$ cat config.mk
export PLATFORM = sky130hd
export DESIGN_NAME = amp_event_interrupt_sources
export DESIGN_NICKNAME = d
export VERILOG_FILES = /design/src/rtl/amp_event_interrupt_sources.v /design/src/rtl/irq_source_cell.v
export VERILOG_INCLUDE_DIRS = /design/src /design/src/rtl
export SDC_FILE = /design/constraint.sdc
export NUM_CORES = 1
export LEC_CHECK = 0
export BUFFER_PORTS_ARGS = -buffer_cell sky130_fd_sc_hd__buf_4
export CAP_MARGIN = 15
export CORE_MARGIN = 4
export CORE_UTILIZATION = 50
export CTS_CLUSTER_DIAMETER = 200
export DETAILED_ROUTE_END_ITERATION = 10
export PLACE_DENSITY = 0.78
export SYNTH_ARGS = -nofsm -noshare
export SYNTH_HDL_FRONTEND = slang
export SYNTH_SLANG_ARGS = --single-unit
export TNS_END_PERCENT = 100
$ cat constraint.sdc
create_clock -name clk_sys -period 1.8 [get_ports clk_sys]
set_clock_uncertainty 0.2 [all_clocks]
set_input_delay 0.45 -clock clk_sys [delete_from_list [all_inputs] [get_ports clk_sys]]
set_output_delay 0.45 -clock clk_sys [all_outputs]
set_load 0.05 [all_outputs]
$ cat src/rtl/amp_irq_regs.vh
/*
 * constants for the amplifier interrupt source block: source indices,
 * source count and reset values.
 * assumes inclusion by bare name from the design files.
 */
`ifndef AMP_IRQ_REGS_VH
`define AMP_IRQ_REGS_VH

// ==========================================================================
// source indices into the raw/state/flag/enable/clear vectors
`define SRC_FOLDBACK_BEGIN      5'd0
`define SRC_FOLDBACK_END        5'd1
`define SRC_BROWNOUT_LEVEL      5'd2
`define SRC_BROWNOUT_ACT_BEGIN  5'd3
`define SRC_BROWNOUT_ACT_END    5'd4
`define SRC_BROWNOUT_LOWEST     5'd5
`define SRC_FUSE_FAIL           5'd6
`define SRC_SPK_OVERCURRENT     5'd7
`define SRC_INT_CLK_ERR         5'd8
`define SRC_EXT_CLK_ERR         5'd9
`define SRC_EXT_CLK_RECOVER     5'd10
`define SRC_AMP_STUCK           5'd11
`define SRC_DATA_FAULT          5'd12
`define SRC_POWERUP_DONE        5'd13
`define SRC_POWERDOWN_DONE      5'd14
`define SRC_HV_UVLO             5'd15
`define SRC_BAT_UVLO            5'd16
`define SRC_HEADROOM_BEGIN      5'd17
`define SRC_HEADROOM_END        5'd18

// ==========================================================================
// sizes and reset values
`define NUM_SOURCES             19
`define GUARD_LEVEL_W           3
`define GUARD_LOWEST_LEVEL      3'h0
`define SRC_RESET               19'h00000

`endif

$ cat src/rtl/amp_event_interrupt_sources.v
/*
 * event sources of the amplifier interrupt system: turns condition levels
 * and fault pulses into raw bits, keeps state and flag per source and
 * drives the combined interrupt output with selectable polarity.
 * assumes all condition inputs are synchronous to clk_sys and that the
 * host pulses clear bits for one cycle.
 */
`timescale 1ns/1ns
`include "amp_irq_regs.vh"
module amp_event_interrupt_sources #(
	parameter NSRC    = `NUM_SOURCES,
	parameter LEVEL_W = `GUARD_LEVEL_W
) (
	input  wire               clk_sys,
	input  wire               nrst,
	// condition inputs
	input  wire               die_above_warn1,
	input  wire               foldback_attenuating,
	input  wire [LEVEL_W-1:0] brownout_guard_level,
	input  wire               brownout_guard_active,
	input  wire               fuse_load_done,
	input  wire               fuse_load_ok,
	input  wire               speaker_current_limit,
	input  wire               internal_clock_stopped,
	input  wire               ext_clock_freq_error,
	input  wire               ext_clock_frame_error,
	input  wire               ext_clock_valid,
	input  wire               amp_output_stuck_high,
	input  wire               amp_output_stuck_low,
	input  wire               input_data_stuck,
	input  wire               input_data_magnitude_err,
	input  wire               device_active,
	input  wire               device_sw_shutdown,
	input  wire               high_voltage_supply_low,
	input  wire               battery_supply_low,
	input  wire               headroom_tracker_attenuating,
	input  wire               leave_hw_shutdown,
	// host control
	input  wire [NSRC-1:0]    irq_enable,
	input  wire [NSRC-1:0]    irq_clear,
	input  wire               interrupt_polarity,
	// host status
	output reg  [NSRC-1:0]    irq_raw_ff,
	output reg  [NSRC-1:0]    irq_state_ff,
	output reg  [NSRC-1:0]    irq_flag_ff,
	output reg                irq_out_ff,
	output reg                hold_sw_shutdown_ff
);
	// ======================================================================
	// condition history for edge detection
	reg                fold_cond_ff;
	reg                cool_cond_ff;
	reg [LEVEL_W-1:0]  level_ff;
	reg                guard_act_ff;
	reg                tracker_ff;
	reg                fuse_seen_ff;
	reg                fuse_fail_ff;
	reg                clk_err_seen_ff;
	reg                level_valid_ff;

	wire fold_cond;
	wire cool_cond;
	wire clk_bad;
	wire fuse_fail_now;
	wire [NSRC-1:0] raw_nxt;
	wire [NSRC-1:0] state_w;
	wire [NSRC-1:0] flag_w;
	wire any_flag;

	assign fold_cond = die_above_warn1 & foldback_attenuating;
	assign cool_cond = ~die_above_warn1 & ~foldback_attenuating;
	assign clk_bad   = ext_clock_freq_error | ext_clock_frame_error;
	assign fuse_fail_now = fuse_load_done & ~fuse_load_ok;

	// ======================================================================
	// raw status vector, one bit per source
	assign raw_nxt[`SRC_FOLDBACK_BEGIN] = fold_cond & ~fold_cond_ff;
	assign raw_nxt[`SRC_FOLDBACK_END]   = cool_cond & ~cool_cond_ff & fold_cond_ff;
	assign raw_nxt[`SRC_BROWNOUT_LEVEL] = level_valid_ff &
	                                      (brownout_guard_level != level_ff);
	assign raw_nxt[`SRC_BROWNOUT_ACT_BEGIN] = brownout_guard_active & ~guard_act_ff;
	assign raw_nxt[`SRC_BROWNOUT_ACT_END]   = ~brownout_guard_active & guard_act_ff;
	assign raw_nxt[`SRC_BROWNOUT_LOWEST] = level_valid_ff &
	                                       (brownout_guard_level == `GUARD_LOWEST_LEVEL) &
	                                       (level_ff != `GUARD_LOWEST_LEVEL);
	assign raw_nxt[`SRC_FUSE_FAIL]       = fuse_fail_ff;
	assign raw_nxt[`SRC_SPK_OVERCURRENT] = speaker_current_limit;
	assign raw_nxt[`SRC_INT_CLK_ERR]     = internal_clock_stopped;
	assign raw_nxt[`SRC_EXT_CLK_ERR]     = clk_bad;
	assign raw_nxt[`SRC_EXT_CLK_RECOVER] = clk_err_seen_ff & ext_clock_valid &
	                                       ~clk_bad;
	assign raw_nxt[`SRC_AMP_STUCK]       = amp_output_stuck_high |
	                                       amp_output_stuck_low;
	assign raw_nxt[`SRC_DATA_FAULT]      = input_data_stuck |
	                                       input_data_magnitude_err;
	assign raw_nxt[`SRC_POWERUP_DONE]    = device_active;
	assign raw_nxt[`SRC_POWERDOWN_DONE]  = device_sw_shutdown;
	assign raw_nxt[`SRC_HV_UVLO]         = device_active & high_voltage_supply_low;
	assign raw_nxt[`SRC_BAT_UVLO]        = device_active & battery_supply_low;
	assign raw_nxt[`SRC_HEADROOM_BEGIN]  = headroom_tracker_attenuating & ~tracker_ff;
	assign raw_nxt[`SRC_HEADROOM_END]    = ~headroom_tracker_attenuating & tracker_ff;

	// condition history and fuse load result
	always @(posedge clk_sys or negedge nrst) begin
		if (!nrst) begin
			fold_cond_ff    <= 1'b0;
			cool_cond_ff    <= 1'b1;
			level_ff        <= `GUARD_LOWEST_LEVEL;
			level_valid_ff  <= 1'b0;
			guard_act_ff    <= 1'b0;
			tracker_ff      <= 1'b0;
			fuse_seen_ff    <= 1'b0;
			fuse_fail_ff    <= 1'b0;
			clk_err_seen_ff <= 1'b0;
		end else begin
			fold_cond_ff   <= fold_cond;
			cool_cond_ff   <= cool_cond;
			level_ff       <= brownout_guard_level;
			level_valid_ff <= 1'b1;
			guard_act_ff   <= brownout_guard_active;
			tracker_ff     <= headroom_tracker_attenuating;
			// fuse load outcome latched until the next shutdown exit
			if (leave_hw_shutdown) begin
				fuse_seen_ff <= 1'b0;
				fuse_fail_ff <= 1'b0;
			end else if (fuse_load_done & ~fuse_seen_ff) begin
				fuse_seen_ff <= 1'b1;
				fuse_fail_ff <= fuse_fail_now;
			end
			// remember a clock error until the clocks are valid again
			if (clk_bad)
				clk_err_seen_ff <= 1'b1;
			else if (ext_clock_valid)
				clk_err_seen_ff <= 1'b0;
		end
	end

	// ======================================================================
	// per-source state and flag cells
	genvar gi;
	generate
		for (gi = 0; gi < NSRC; gi = gi + 1) begin : g_src
			irq_source_cell u_cell (
				.clk_sys  (clk_sys),
				.nrst     (nrst),
				.raw      (irq_raw_ff[gi]),
				.enable   (irq_enable[gi]),
				.clear    (irq_clear[gi]),
				.state_ff (state_w[gi]),
				.flag_ff  (flag_w[gi])
			);
		end
	endgenerate

	assign any_flag = |flag_w;

	// ======================================================================
	// registered outputs
	always @(posedge clk_sys or negedge nrst) begin
		if (!nrst) begin
			irq_raw_ff          <= `SRC_RESET;
			irq_state_ff        <= `SRC_RESET;
			irq_flag_ff         <= `SRC_RESET;
			irq_out_ff          <= 1'b0;
			hold_sw_shutdown_ff <= 1'b0;
		end else begin
			irq_raw_ff          <= raw_nxt;
			irq_state_ff        <= state_w;
			irq_flag_ff         <= flag_w;
			irq_out_ff          <= interrupt_polarity ? any_flag : ~any_flag;
			hold_sw_shutdown_ff <= fuse_fail_ff;
		end
	end
endmodule // amp_event_interrupt_sources

$ cat src/rtl/irq_source_cell.v
/*
 * one interrupt source: state and flag bits with write-one clear.
 * assumes raw is synchronous to clk_sys and clear is a one-cycle strobe.
 */
`timescale 1ns/1ns
module irq_source_cell (
	input  wire clk_sys,
	input  wire nrst,
	input  wire raw,
	input  wire enable,
	input  wire clear,
	output reg  state_ff,
	output reg  flag_ff
);
	reg  raw_d_ff;
	wire rise;
	reg  nxt_state;
	reg  nxt_flag;

	assign rise = raw & ~raw_d_ff;

	// set wins over clear; zero on clear does nothing
	always @* begin
		nxt_state = state_ff;
		nxt_flag  = flag_ff;
		if (clear) begin
			nxt_state = 1'b0;
			nxt_flag  = 1'b0;
		end
		if (rise)
			nxt_state = 1'b1;
		if (enable & (rise | (state_ff & ~clear)))
			nxt_flag = 1'b1;
	end

	// registers
	always @(posedge clk_sys or negedge nrst) begin
		if (!nrst) begin
			raw_d_ff <= 1'b0;
			state_ff <= 1'b0;
			flag_ff  <= 1'b0;
		end else begin
			raw_d_ff <= raw;
			state_ff <= nxt_state;
			flag_ff  <= nxt_flag;
		end
	end
endmodule // irq_source_cell
; After elaboration in Yosys (flattened, before gate mapping)
; Cells that the tools add are included.
[totals]
in_bits = 64
reg_bits = 127
[op_classes]
n_eq_ne = 1
reduce_logical = 43
mux = 64
bitwise = 147
[ops]
columns = operator, count
row1 = nonzero test 2 bit, 40
row2 = AND 1 bit, 75
row3 = two-way mux 1 bit, 64
row4 = NOT 1 bit, 50
row5 = OR 1 bit, 22
row6 = OR reduction 19 bit, 1
row7 = zero test 3 bit, 1
row8 = inequality test 3 bit, 1
row9 = nonzero test 3 bit, 1

; Logic depth before layout (Yosys ltp)
; Gate-level depths: netlist of the first run.
[logic_depth]
depth_word = 5
ltp_mapped = 4

; Modules after synthesis
; From an unflattened synthesis of the first run, not the netlist that was laid out.
[unflattened]
hier_cells = 240
hier_area_um2 = 3877.5
[by_module_without_submodules]
columns = mod, cells_each, area_per_inst_um2, instances
row1 = amp_event_interrupt_sources, 107, 1975.6, 1
row2 = irq_source_cell, 7, 100.1, 19

; Least setup slack after synthesis of the first run
; OpenSTA, ideal clock, no wires.
[synth_timing]
path_type = register to output
start = register irq_raw_ff[6]
end = output irq_raw_ff[6]
path_slack_ps = 232
arrival_time_ps = 918
stages_incl_launch_ff = 2
path_buffers = 1
cell_sequence = dfrtp_1 buf_4
[synth_lines]
columns = item, line
row1 = start: declaration, amp_event_interrupt_sources.v:43  ; output reg [NSRC-1:0] irq_raw_ff,
row2 = start signal: assignment, amp_event_interrupt_sources.v:161  ; irq_raw_ff <= `SRC_RESET;
row3 = start signal: assignment, amp_event_interrupt_sources.v:167  ; irq_raw_ff <= raw_nxt;
; No word-level cell between the ends.

; Worst setup path after layout of the first run
[layout_timing]
start = input irq_clear[0]
end = register g_src[0].u_cell.flag_ff
[layout_via]
elab_chain_len = 5
elab_cells_between_ends = 6
cone_classes = mux (1) / bitwise (4) / reduce/logical (1)
[layout_lines]
columns = item, line
row1 = start: declaration, amp_event_interrupt_sources.v:40  ; input wire [NSRC-1:0] irq_clear,
row2 = NOT 1 bit, irq_source_cell.v:32  ; if (enable & (rise | (state_ff & ~clear)))
row3 = AND 1 bit, irq_source_cell.v:32
row4 = OR 1 bit, irq_source_cell.v:32
row5 = AND 1 bit, irq_source_cell.v:32
row6 = two-way mux 1 bit or nonzero test 2 bit (tied branches), n/a
row7 = end signal: assignment, irq_source_cell.v:45  ; flag_ff <= nxt_flag;
row8 = end: declaration, irq_source_cell.v:13  ; output reg flag_ff
; Parallel ways exist; a longest one is shown, timed or not.
; A chain may end at the register's enable or synchronous reset.

==> results of run 1 <==
layout by cell type, fill, tap and decap left out, types with 9 or more instances in the layout:
cell type and count:
inv_1 60, buf_4 119, nand2_1 19, o22ai_2 10, dlygate4sd3_1 60, clkbuf_16 16, dfrtp_1 125, o21ai_0 21
o22ai_1 9
cell type report:
cell class                 count  share of cell area [%]
clock inverter                13                    2.62
sequential                   126                    50.0
clock buffer                  19                    6.85
inverter                      60                    3.57
timing repair buffer         188                    25.7
tap                          102                    2.02
multi-input combinational     91                    9.15
cells in the mapped netlist:
master,number
or3_1,1
o31a_1,2
and3_1,1
buf_4,19
dfstp_2,1
or2_2,2
nand4_1,1
o22ai_1,19
nor2b_1,5
nor2_1,4
o21ai_0,21
nor4_1,3
and2_1,3
conb_1,1
inv_1,60
dfrtp_1,125
a21oi_1,1
nand2_1,19
nor4_2,2
xor2_1,4
nor4b_1,2
cell families (layout without fill, tap and decap cells):
| logic type | count (synthesis) | after routing | synth area share [%] |
|---|---|---|---|
| flip-flops | 126 | 126 | 78.1 |
| buffers and inverters | 79 | 280 | 9.11 |
| AO/OA/AOI/OAI | 43 | 43 | 6.11 |
| AND/OR/NAND/NOR | 43 | 43 | 5.67 |
| XOR/XNOR | 4 | 4 | 0.868 |
| other | 1 | 1 | 0.0929 |
per-stage QoR:
stage	setup WS, ns	hold slack, ns
final	0.0129	-0.0256
after global routing	-0.0204	-0.0207
after CTS	0.0159	0.00443
after detailed placement	0.128	0.157
after global placement	0.214	0.154
after floorplan	0.232	-0.0456
registers in the layout, indices dropped and copies added (netlist names):
| register | count |
|---|---|
| g_src.u_cell.flag_ff | 19 |
| g_src.u_cell.raw_d_ff | 19 |
| g_src.u_cell.state_ff | 19 |
| irq_flag_ff | 19 |
| irq_raw_ff | 19 |
| irq_state_ff | 19 |
| level_ff | 3 |
| clk_err_seen_ff | 1 |
| cool_cond_ff | 1 |
| fold_cond_ff | 1 |
| fuse_fail_ff | 1 |
| fuse_seen_ff | 1 |
| guard_act_ff | 1 |
| irq_out_ff | 1 |
| level_valid_ff | 1 |
| tracker_ff | 1 |
critical path: stages:
cell and delay [ns]:
dlygate4sd3_1 0.54, buf_4 0.14, o22ai_2 0.12, nand2_1 0.07, o21ai_0 0.09, dlygate4sd3_1 0.60
what timing repair did:
item / in CTS / in global routing
hold endpoints to repair: 172 / 1
setup buffers: 0 / 0
hold buffers: 62 / 1
resized for setup: 0 / 16
setup endpoints to repair: 0 / 16
power groups by stage:
stage | sequential, mW | combinational (mW) | clock, mW
2_1_floorplan | 3.52 | 0.232 | 0
3_3_place_gp | 3.21 | 0.930 | 0
5_1_grt | 3.21 | 1.16 | 3.57
4_1_cts | 3.18 | 1.08 | 3.42
3_5_place_dp | 3.23 | 0.943 | 0
6_report | 3.19 | 1.09 | 3.36
per-layer routing:
metal  up-vias  track usage [%]  share of wire [%]
met4         0             7.77                1.8
met1      1364             22.0                 37
met3        16             7.29                6.1
li1       1298                -                  -
met2        91             36.0                 55
met5         -                0                  0
worst max path at each step:
stage | from | endpoint | slack [ns] | cells past startpoint
2_1_floorplan | irq_raw_ff[6]$_DFF_PN0_ | irq_raw_ff[6] | 0.23 | 1
3_3_place_gp | g_src[10].u_cell.flag_ff$_DFFE_PN0P_ | irq_out_ff$_DFF_PN0_ | 0.21 | 4
3_5_place_dp | g_src[2].u_cell.flag_ff$_DFFE_PN0P_ | irq_out_ff$_DFF_PN0_ | 0.13 | 4
4_1_cts | irq_raw_ff[8]$_DFF_PN0_ | irq_raw_ff[8] | 0.02 | 1
5_1_grt | irq_raw_ff[6]$_DFF_PN0_ | irq_raw_ff[6] | -0.02 | 1
6_report | irq_clear[0] | g_src[0].u_cell.flag_ff$_DFFE_PN0P_ | 0.01 | 6
==> metrics.md, run 1 <==
| Metric | Value |
|---|---|
| # rows | `32` |
| Flop pwr share | `41.7%` |
| Final number of setup-violating endpoints | `0` |
| Fin area | `0.00630 sq mm` |
| Syn. warnings | `0` |
| CTS buffer count | `17` |
| DR iter-0 viols | `82` |
| Clock Path Buffers | `2` |
| Layout area overhead | `56.2%` |
| Pwr Density | `1210 mW/mm^2` |
| Clock latency on the worst-skew pair | `0.49 ns` |
| Hold WS | `-0.0256 ns` |
| DR vias/cell | `4.62` |
| Setup tns final | `0 ns` |
| Worst hold path type | `in -> reg` |
| Mapped Cells | `296` |
| Clock group share of total power | `44.0%` |
| Clock Sinks | `126` |
| Htree depth | `4` |
| Cell Area, Synth | `0.00404 sq mm` |
| Hold Path Origin | `irq_enable[15]` |
| Reg-to-reg critical path endpoint | `fuse_fail_ff$_DFFE_PN0P_` |
| Detailed Place HPWL | `5780 microns` |
| Core footprint | `0.00781 sq mm` |
| Synthesized area per cell | `13.6 sq um` |
| Synth cell types | `21` |
| CP Max Fanout | `2` |
| DRC Markers | `0` |
| Multi-input gate area | `577 sq um` |
| Share of cells above drive strength 1 | `34.8%` |
| Cells on worst reg2reg path | `3` |
| Placed instance area | `0.00501 sq mm` |
| First-pass iteration count of the detailed router | `4` |
| Initial Util | `51.7%` |
| Worst reg2reg path startpoint | `fuse_seen_ff$_DFFE_PN0P_` |
| Critical path class | `in -> reg` |
| Vias in the first global route | `3156` |
| Switch share | `26.2%` |
| Antenna Nets Post-Route | `0` |
| Hold EP | `g_src[15].u_cell.flag_ff$_DFFE_PN0P_` |
| Critical Path RT | `2.03 ns` |
| Full die area | `0.00957 sq mm` |
| Internal power | `5.64 mW` |
| Wirelength, routed | `9250 microns` |
| Period utilization | `99.3%` |
| Pleak | `3.17 nW` |
| Total Power | `7.64 mW` |
| Global-route usage over all layers | `20.2%` |
| Type of origin of the critical path | `input pin` |
| Wirelength per Cell | `15.4 microns` |
| Synth Register Bits | `126` |
| Post-synth net total | `360` |
| Layout Cells excl Fill | `599` |
| Outcome | `complete, but fails checks` |
| Sequential area share after synthesis | `78.1%` |
| Synth area leaders | `dfrtp_1, inv_1, buf_4` |
| Reg-to-reg slack, setup | `0.14 ns` |
| First-pass GRT wire length | `15000 microns` |
| Largest net degree at the start of global routing | `37` |
| Remaining Overflow, GRT | `0` |
| Die width | `97.9 microns` |
| Chip height | `97.9 microns` |
| IO buf count | `122` |
| Failing checks | `negative hold slack` |
| Area share of the largest cell type after synthesis | `77.5%` |
| VDD IR max | `0.741 mV` |
| Dpl cells | `506` |
| Initial antenna violation count | `0` |
| Sequential cell area | `0.00315 sq mm` |
| Nets@finish | `548` |
| Clock Pin Slew Worst Setup and Hold Paths | `0.06 ns` |
| TritonCTS clock tree | `built` |
| I/O Pins | `123` |
| # diodes | `0` |
| Filler instances | `433` |
| FMAX | `560 MHz` |
| Worst Hold Depth | `3` |
| Combinational share of power | `14.3%` |
| WP data arrival | `2.01 ns` |
| Final Hold Viols | `1` |
| Placer Congestion | `0.748` |
| Final Max Slew Viols | `0` |
| Cell taking the most area after synthesis | `dfrtp_1` |
| End-of-flow core utilization | `80.7%` |
| Final min period | `1.79 ns` |
| Vias post-DR | `2769` |
| CTS root buf | `clkbuf_8` |
| Net switching power | `2.00 mW` |
| Setup crit end kind | `flop` |
| Max cap viols | `0` |
Power figures use the tool's default switching activity.
==> run 2, diff against run 1 <==
Settings changed: CORE_MARGIN 4 to 2, CORE_UTILIZATION 50 to 54, PLACE_DENSITY 0.78 to 0.83.
Clock period 1.8 ns to 2.3 ns, I/O delays scaled along.
==> metrics.md, run 2 (synthesis results as in run 1) <==
| Metric | Value |
|---|---|
| Full die area | `0.00818 sq mm` |
| Largest net degree at the start of global routing | `49` |
| Final min period | `1.90 ns` |
| DRC Markers | `0` |
| Vias post-DR | `2611` |
| Cells on worst reg2reg path | `4` |
| Crit path largest cell delay | `0.42 ns` |
| CTS root buf | `clkbuf_8` |
| Htree depth | `4` |
| Worst reg2reg path startpoint | `g_src[2].u_cell.flag_ff$_DFFE_PN0P_` |
| RSZ-0062 raised after global routing | `no` |
| IO buf count | `122` |
| Wirelength, routed | `8530 microns` |
| Vias in the first global route | `2885` |
| Pleak | `2.93 nW` |
| Core footprint | `0.00725 sq mm` |
| Detailed Place HPWL | `5360 microns` |
| Bufs and invs on worst path | `1` |
| Clock Path Buffers | `2` |
| Initial antenna violation count | `0` |
| Type of origin of the critical path | `flop` |
| Delay-heaviest family, CP | `flip-flops` |
| Critical-path cell list | `buf_4` |
| Worst Hold Depth | `2` |
| End-of-flow core utilization | `79.1%` |
| WP data arrival | `1.12 ns` |
| Pwr Density | `1050 mW/mm^2` |
| Most frequent cells in the layout | `buf_4, dfrtp_1, inv_1` |
| Final number of setup-violating endpoints | `0` |
| Period utilization | `82.5%` |
| Crit-path slowest cell | `dfrtp_1` |
| Reg-to-reg slack, setup | `0.72 ns` |
| Pre-CTS setup slack | `0.716 ns` |
| Critical Path RT | `1.52 ns` |
| Max cap viols | `0` |
| DR iter-0 viols | `115` |
| Hold EP | `fuse_fail_ff$_DFFE_PN0P_` |
| Remaining Overflow, GRT | `0` |
| Clock latency on the worst-skew pair | `0.50 ns` |
| DR vias/cell | `4.77` |
| # rows | `31` |
| Wirelength per Cell | `15.6 microns` |
| First-pass iteration count of the detailed router | `4` |
| Reg-to-reg critical path endpoint | `irq_out_ff$_DFF_PN0_` |
| Final WS setup | `0.402 ns` |
| Placer Congestion | `0.823` |
| Post-CTS Setup Bufs | `0` |
| Final Max Slew Viols | `0` |
| First-pass GRT wire length | `14200 microns` |
| Chip height | `90.5 microns` |
| TritonCTS clock tree | `built` |
| Commonest non-fill, non-tap cell in the layout | `buf_4` |
| Filler instances | `437` |
| Clock Sinks | `126` |
| Setup tns final | `0 ns` |
| I/O Pins | `123` |
| VDD IR max | `0.712 mV` |
| Global-route usage over all layers | `23.1%` |
| Antenna Nets Post-Route | `0` |
| Initial Util | `55.6%` |
| Hold Path Origin | `leave_hw_shutdown` |
| Worst hold path type | `in -> reg` |
| FMAX | `527 MHz` |
| Clock Pin Slew Worst Setup and Hold Paths | `0.06 ns` |
| CTS buffer count | `17` |
| Die width | `90.5 microns` |
| Nets@finish | `499` |
| Layout area overhead | `42.1%` |
| Setup crit end kind | `output port` |
| CP Max Fanout | `3` |
| # diodes | `0` |
| Outcome | `finished, final reports clean` |
| Final Hold Viols | `0` |
| Critical path class | `reg -> out` |
| Share of cells above drive strength 1 | `36.4%` |
run 2: how the worst max path moves through the flow:
stage,start,to,slack [ns],depth (start not counted)
4_1_cts,irq_raw_ff[16]$_DFF_PN0_,irq_raw_ff[16],0.38,1
2_1_floorplan,irq_raw_ff[6]$_DFF_PN0_,irq_raw_ff[6],0.61,1
5_1_grt,irq_raw_ff[0]$_DFF_PN0_,irq_raw_ff[0],0.36,1
6_report,irq_raw_ff[0]$_DFF_PN0_,irq_raw_ff[0],0.40,1
3_3_place_gp,g_src[2].u_cell.flag_ff$_DFFE_PN0P_,irq_out_ff$_DFF_PN0_,0.73,4
3_5_place_dp,g_src[2].u_cell.flag_ff$_DFFE_PN0P_,irq_out_ff$_DFF_PN0_,0.72,4
run 2: metrics by stage:
stage | cell area, sq um | hold slack (ns) | std cells | power (mW)
4_1_cts | 5740 | 0.00800 | 547 | 6.08
3_5_place_dp | 4980 | 0.159 | 503 | 3.25
5_1_grt | 5740 | 0.00345 | 547 | 6.25
2_1_floorplan | 4040 | 0.0794 | 296 | 2.94
6_report | 5740 | 0.0390 | 547 | 6.03
3_3_place_gp | 4980 | 0.155 | 503 | 3.23
run 2: power breakdown:
| group | switching, mW | total [mW] | internal (mW) |
|---|---|---|---|
| Sequential | 0.0964 | 2.49 | 2.40 |
| Clock | 0.916 | 2.79 | 1.87 |
| Combinational | 0.494 | 0.746 | 0.252 |
| Total | 1.51 | 6.03 | 4.52 |
run 2: layout make-up:
type | instances | area (sq um) | share of cell area [%]
flip-flops and latches | 126 | 3150 | 55.0
repair buffers | 139 | 1090 | 18.9
multi-input cells | 91 | 514 | 8.97
clock buffers | 22 | 473 | 8.25
inverters | 60 | 225 | 3.93
clock inverters | 10 | 159 | 2.77
well taps | 99 | 124 | 2.16
run 2: timing repair:
| item | in CTS | in global routing |
|---|---|---|
| hold endpoints to repair | 43 | 0 |
| hold buffers | 12 | 0 |
| resized for setup | 0 | 0 |
| setup endpoints to repair | 0 | 0 |
run 2: metal layers:
layer  vias to the layer above  global-route usage [%]  part of all wire (%)
met2                        96                    39.1                    54
li1                       1195                       -                     -
met4                         0                    10.6                   2.3
met1                      1300                    26.5                    39
met5                         -                       0                     0
met3                        20                    7.93                   5.2
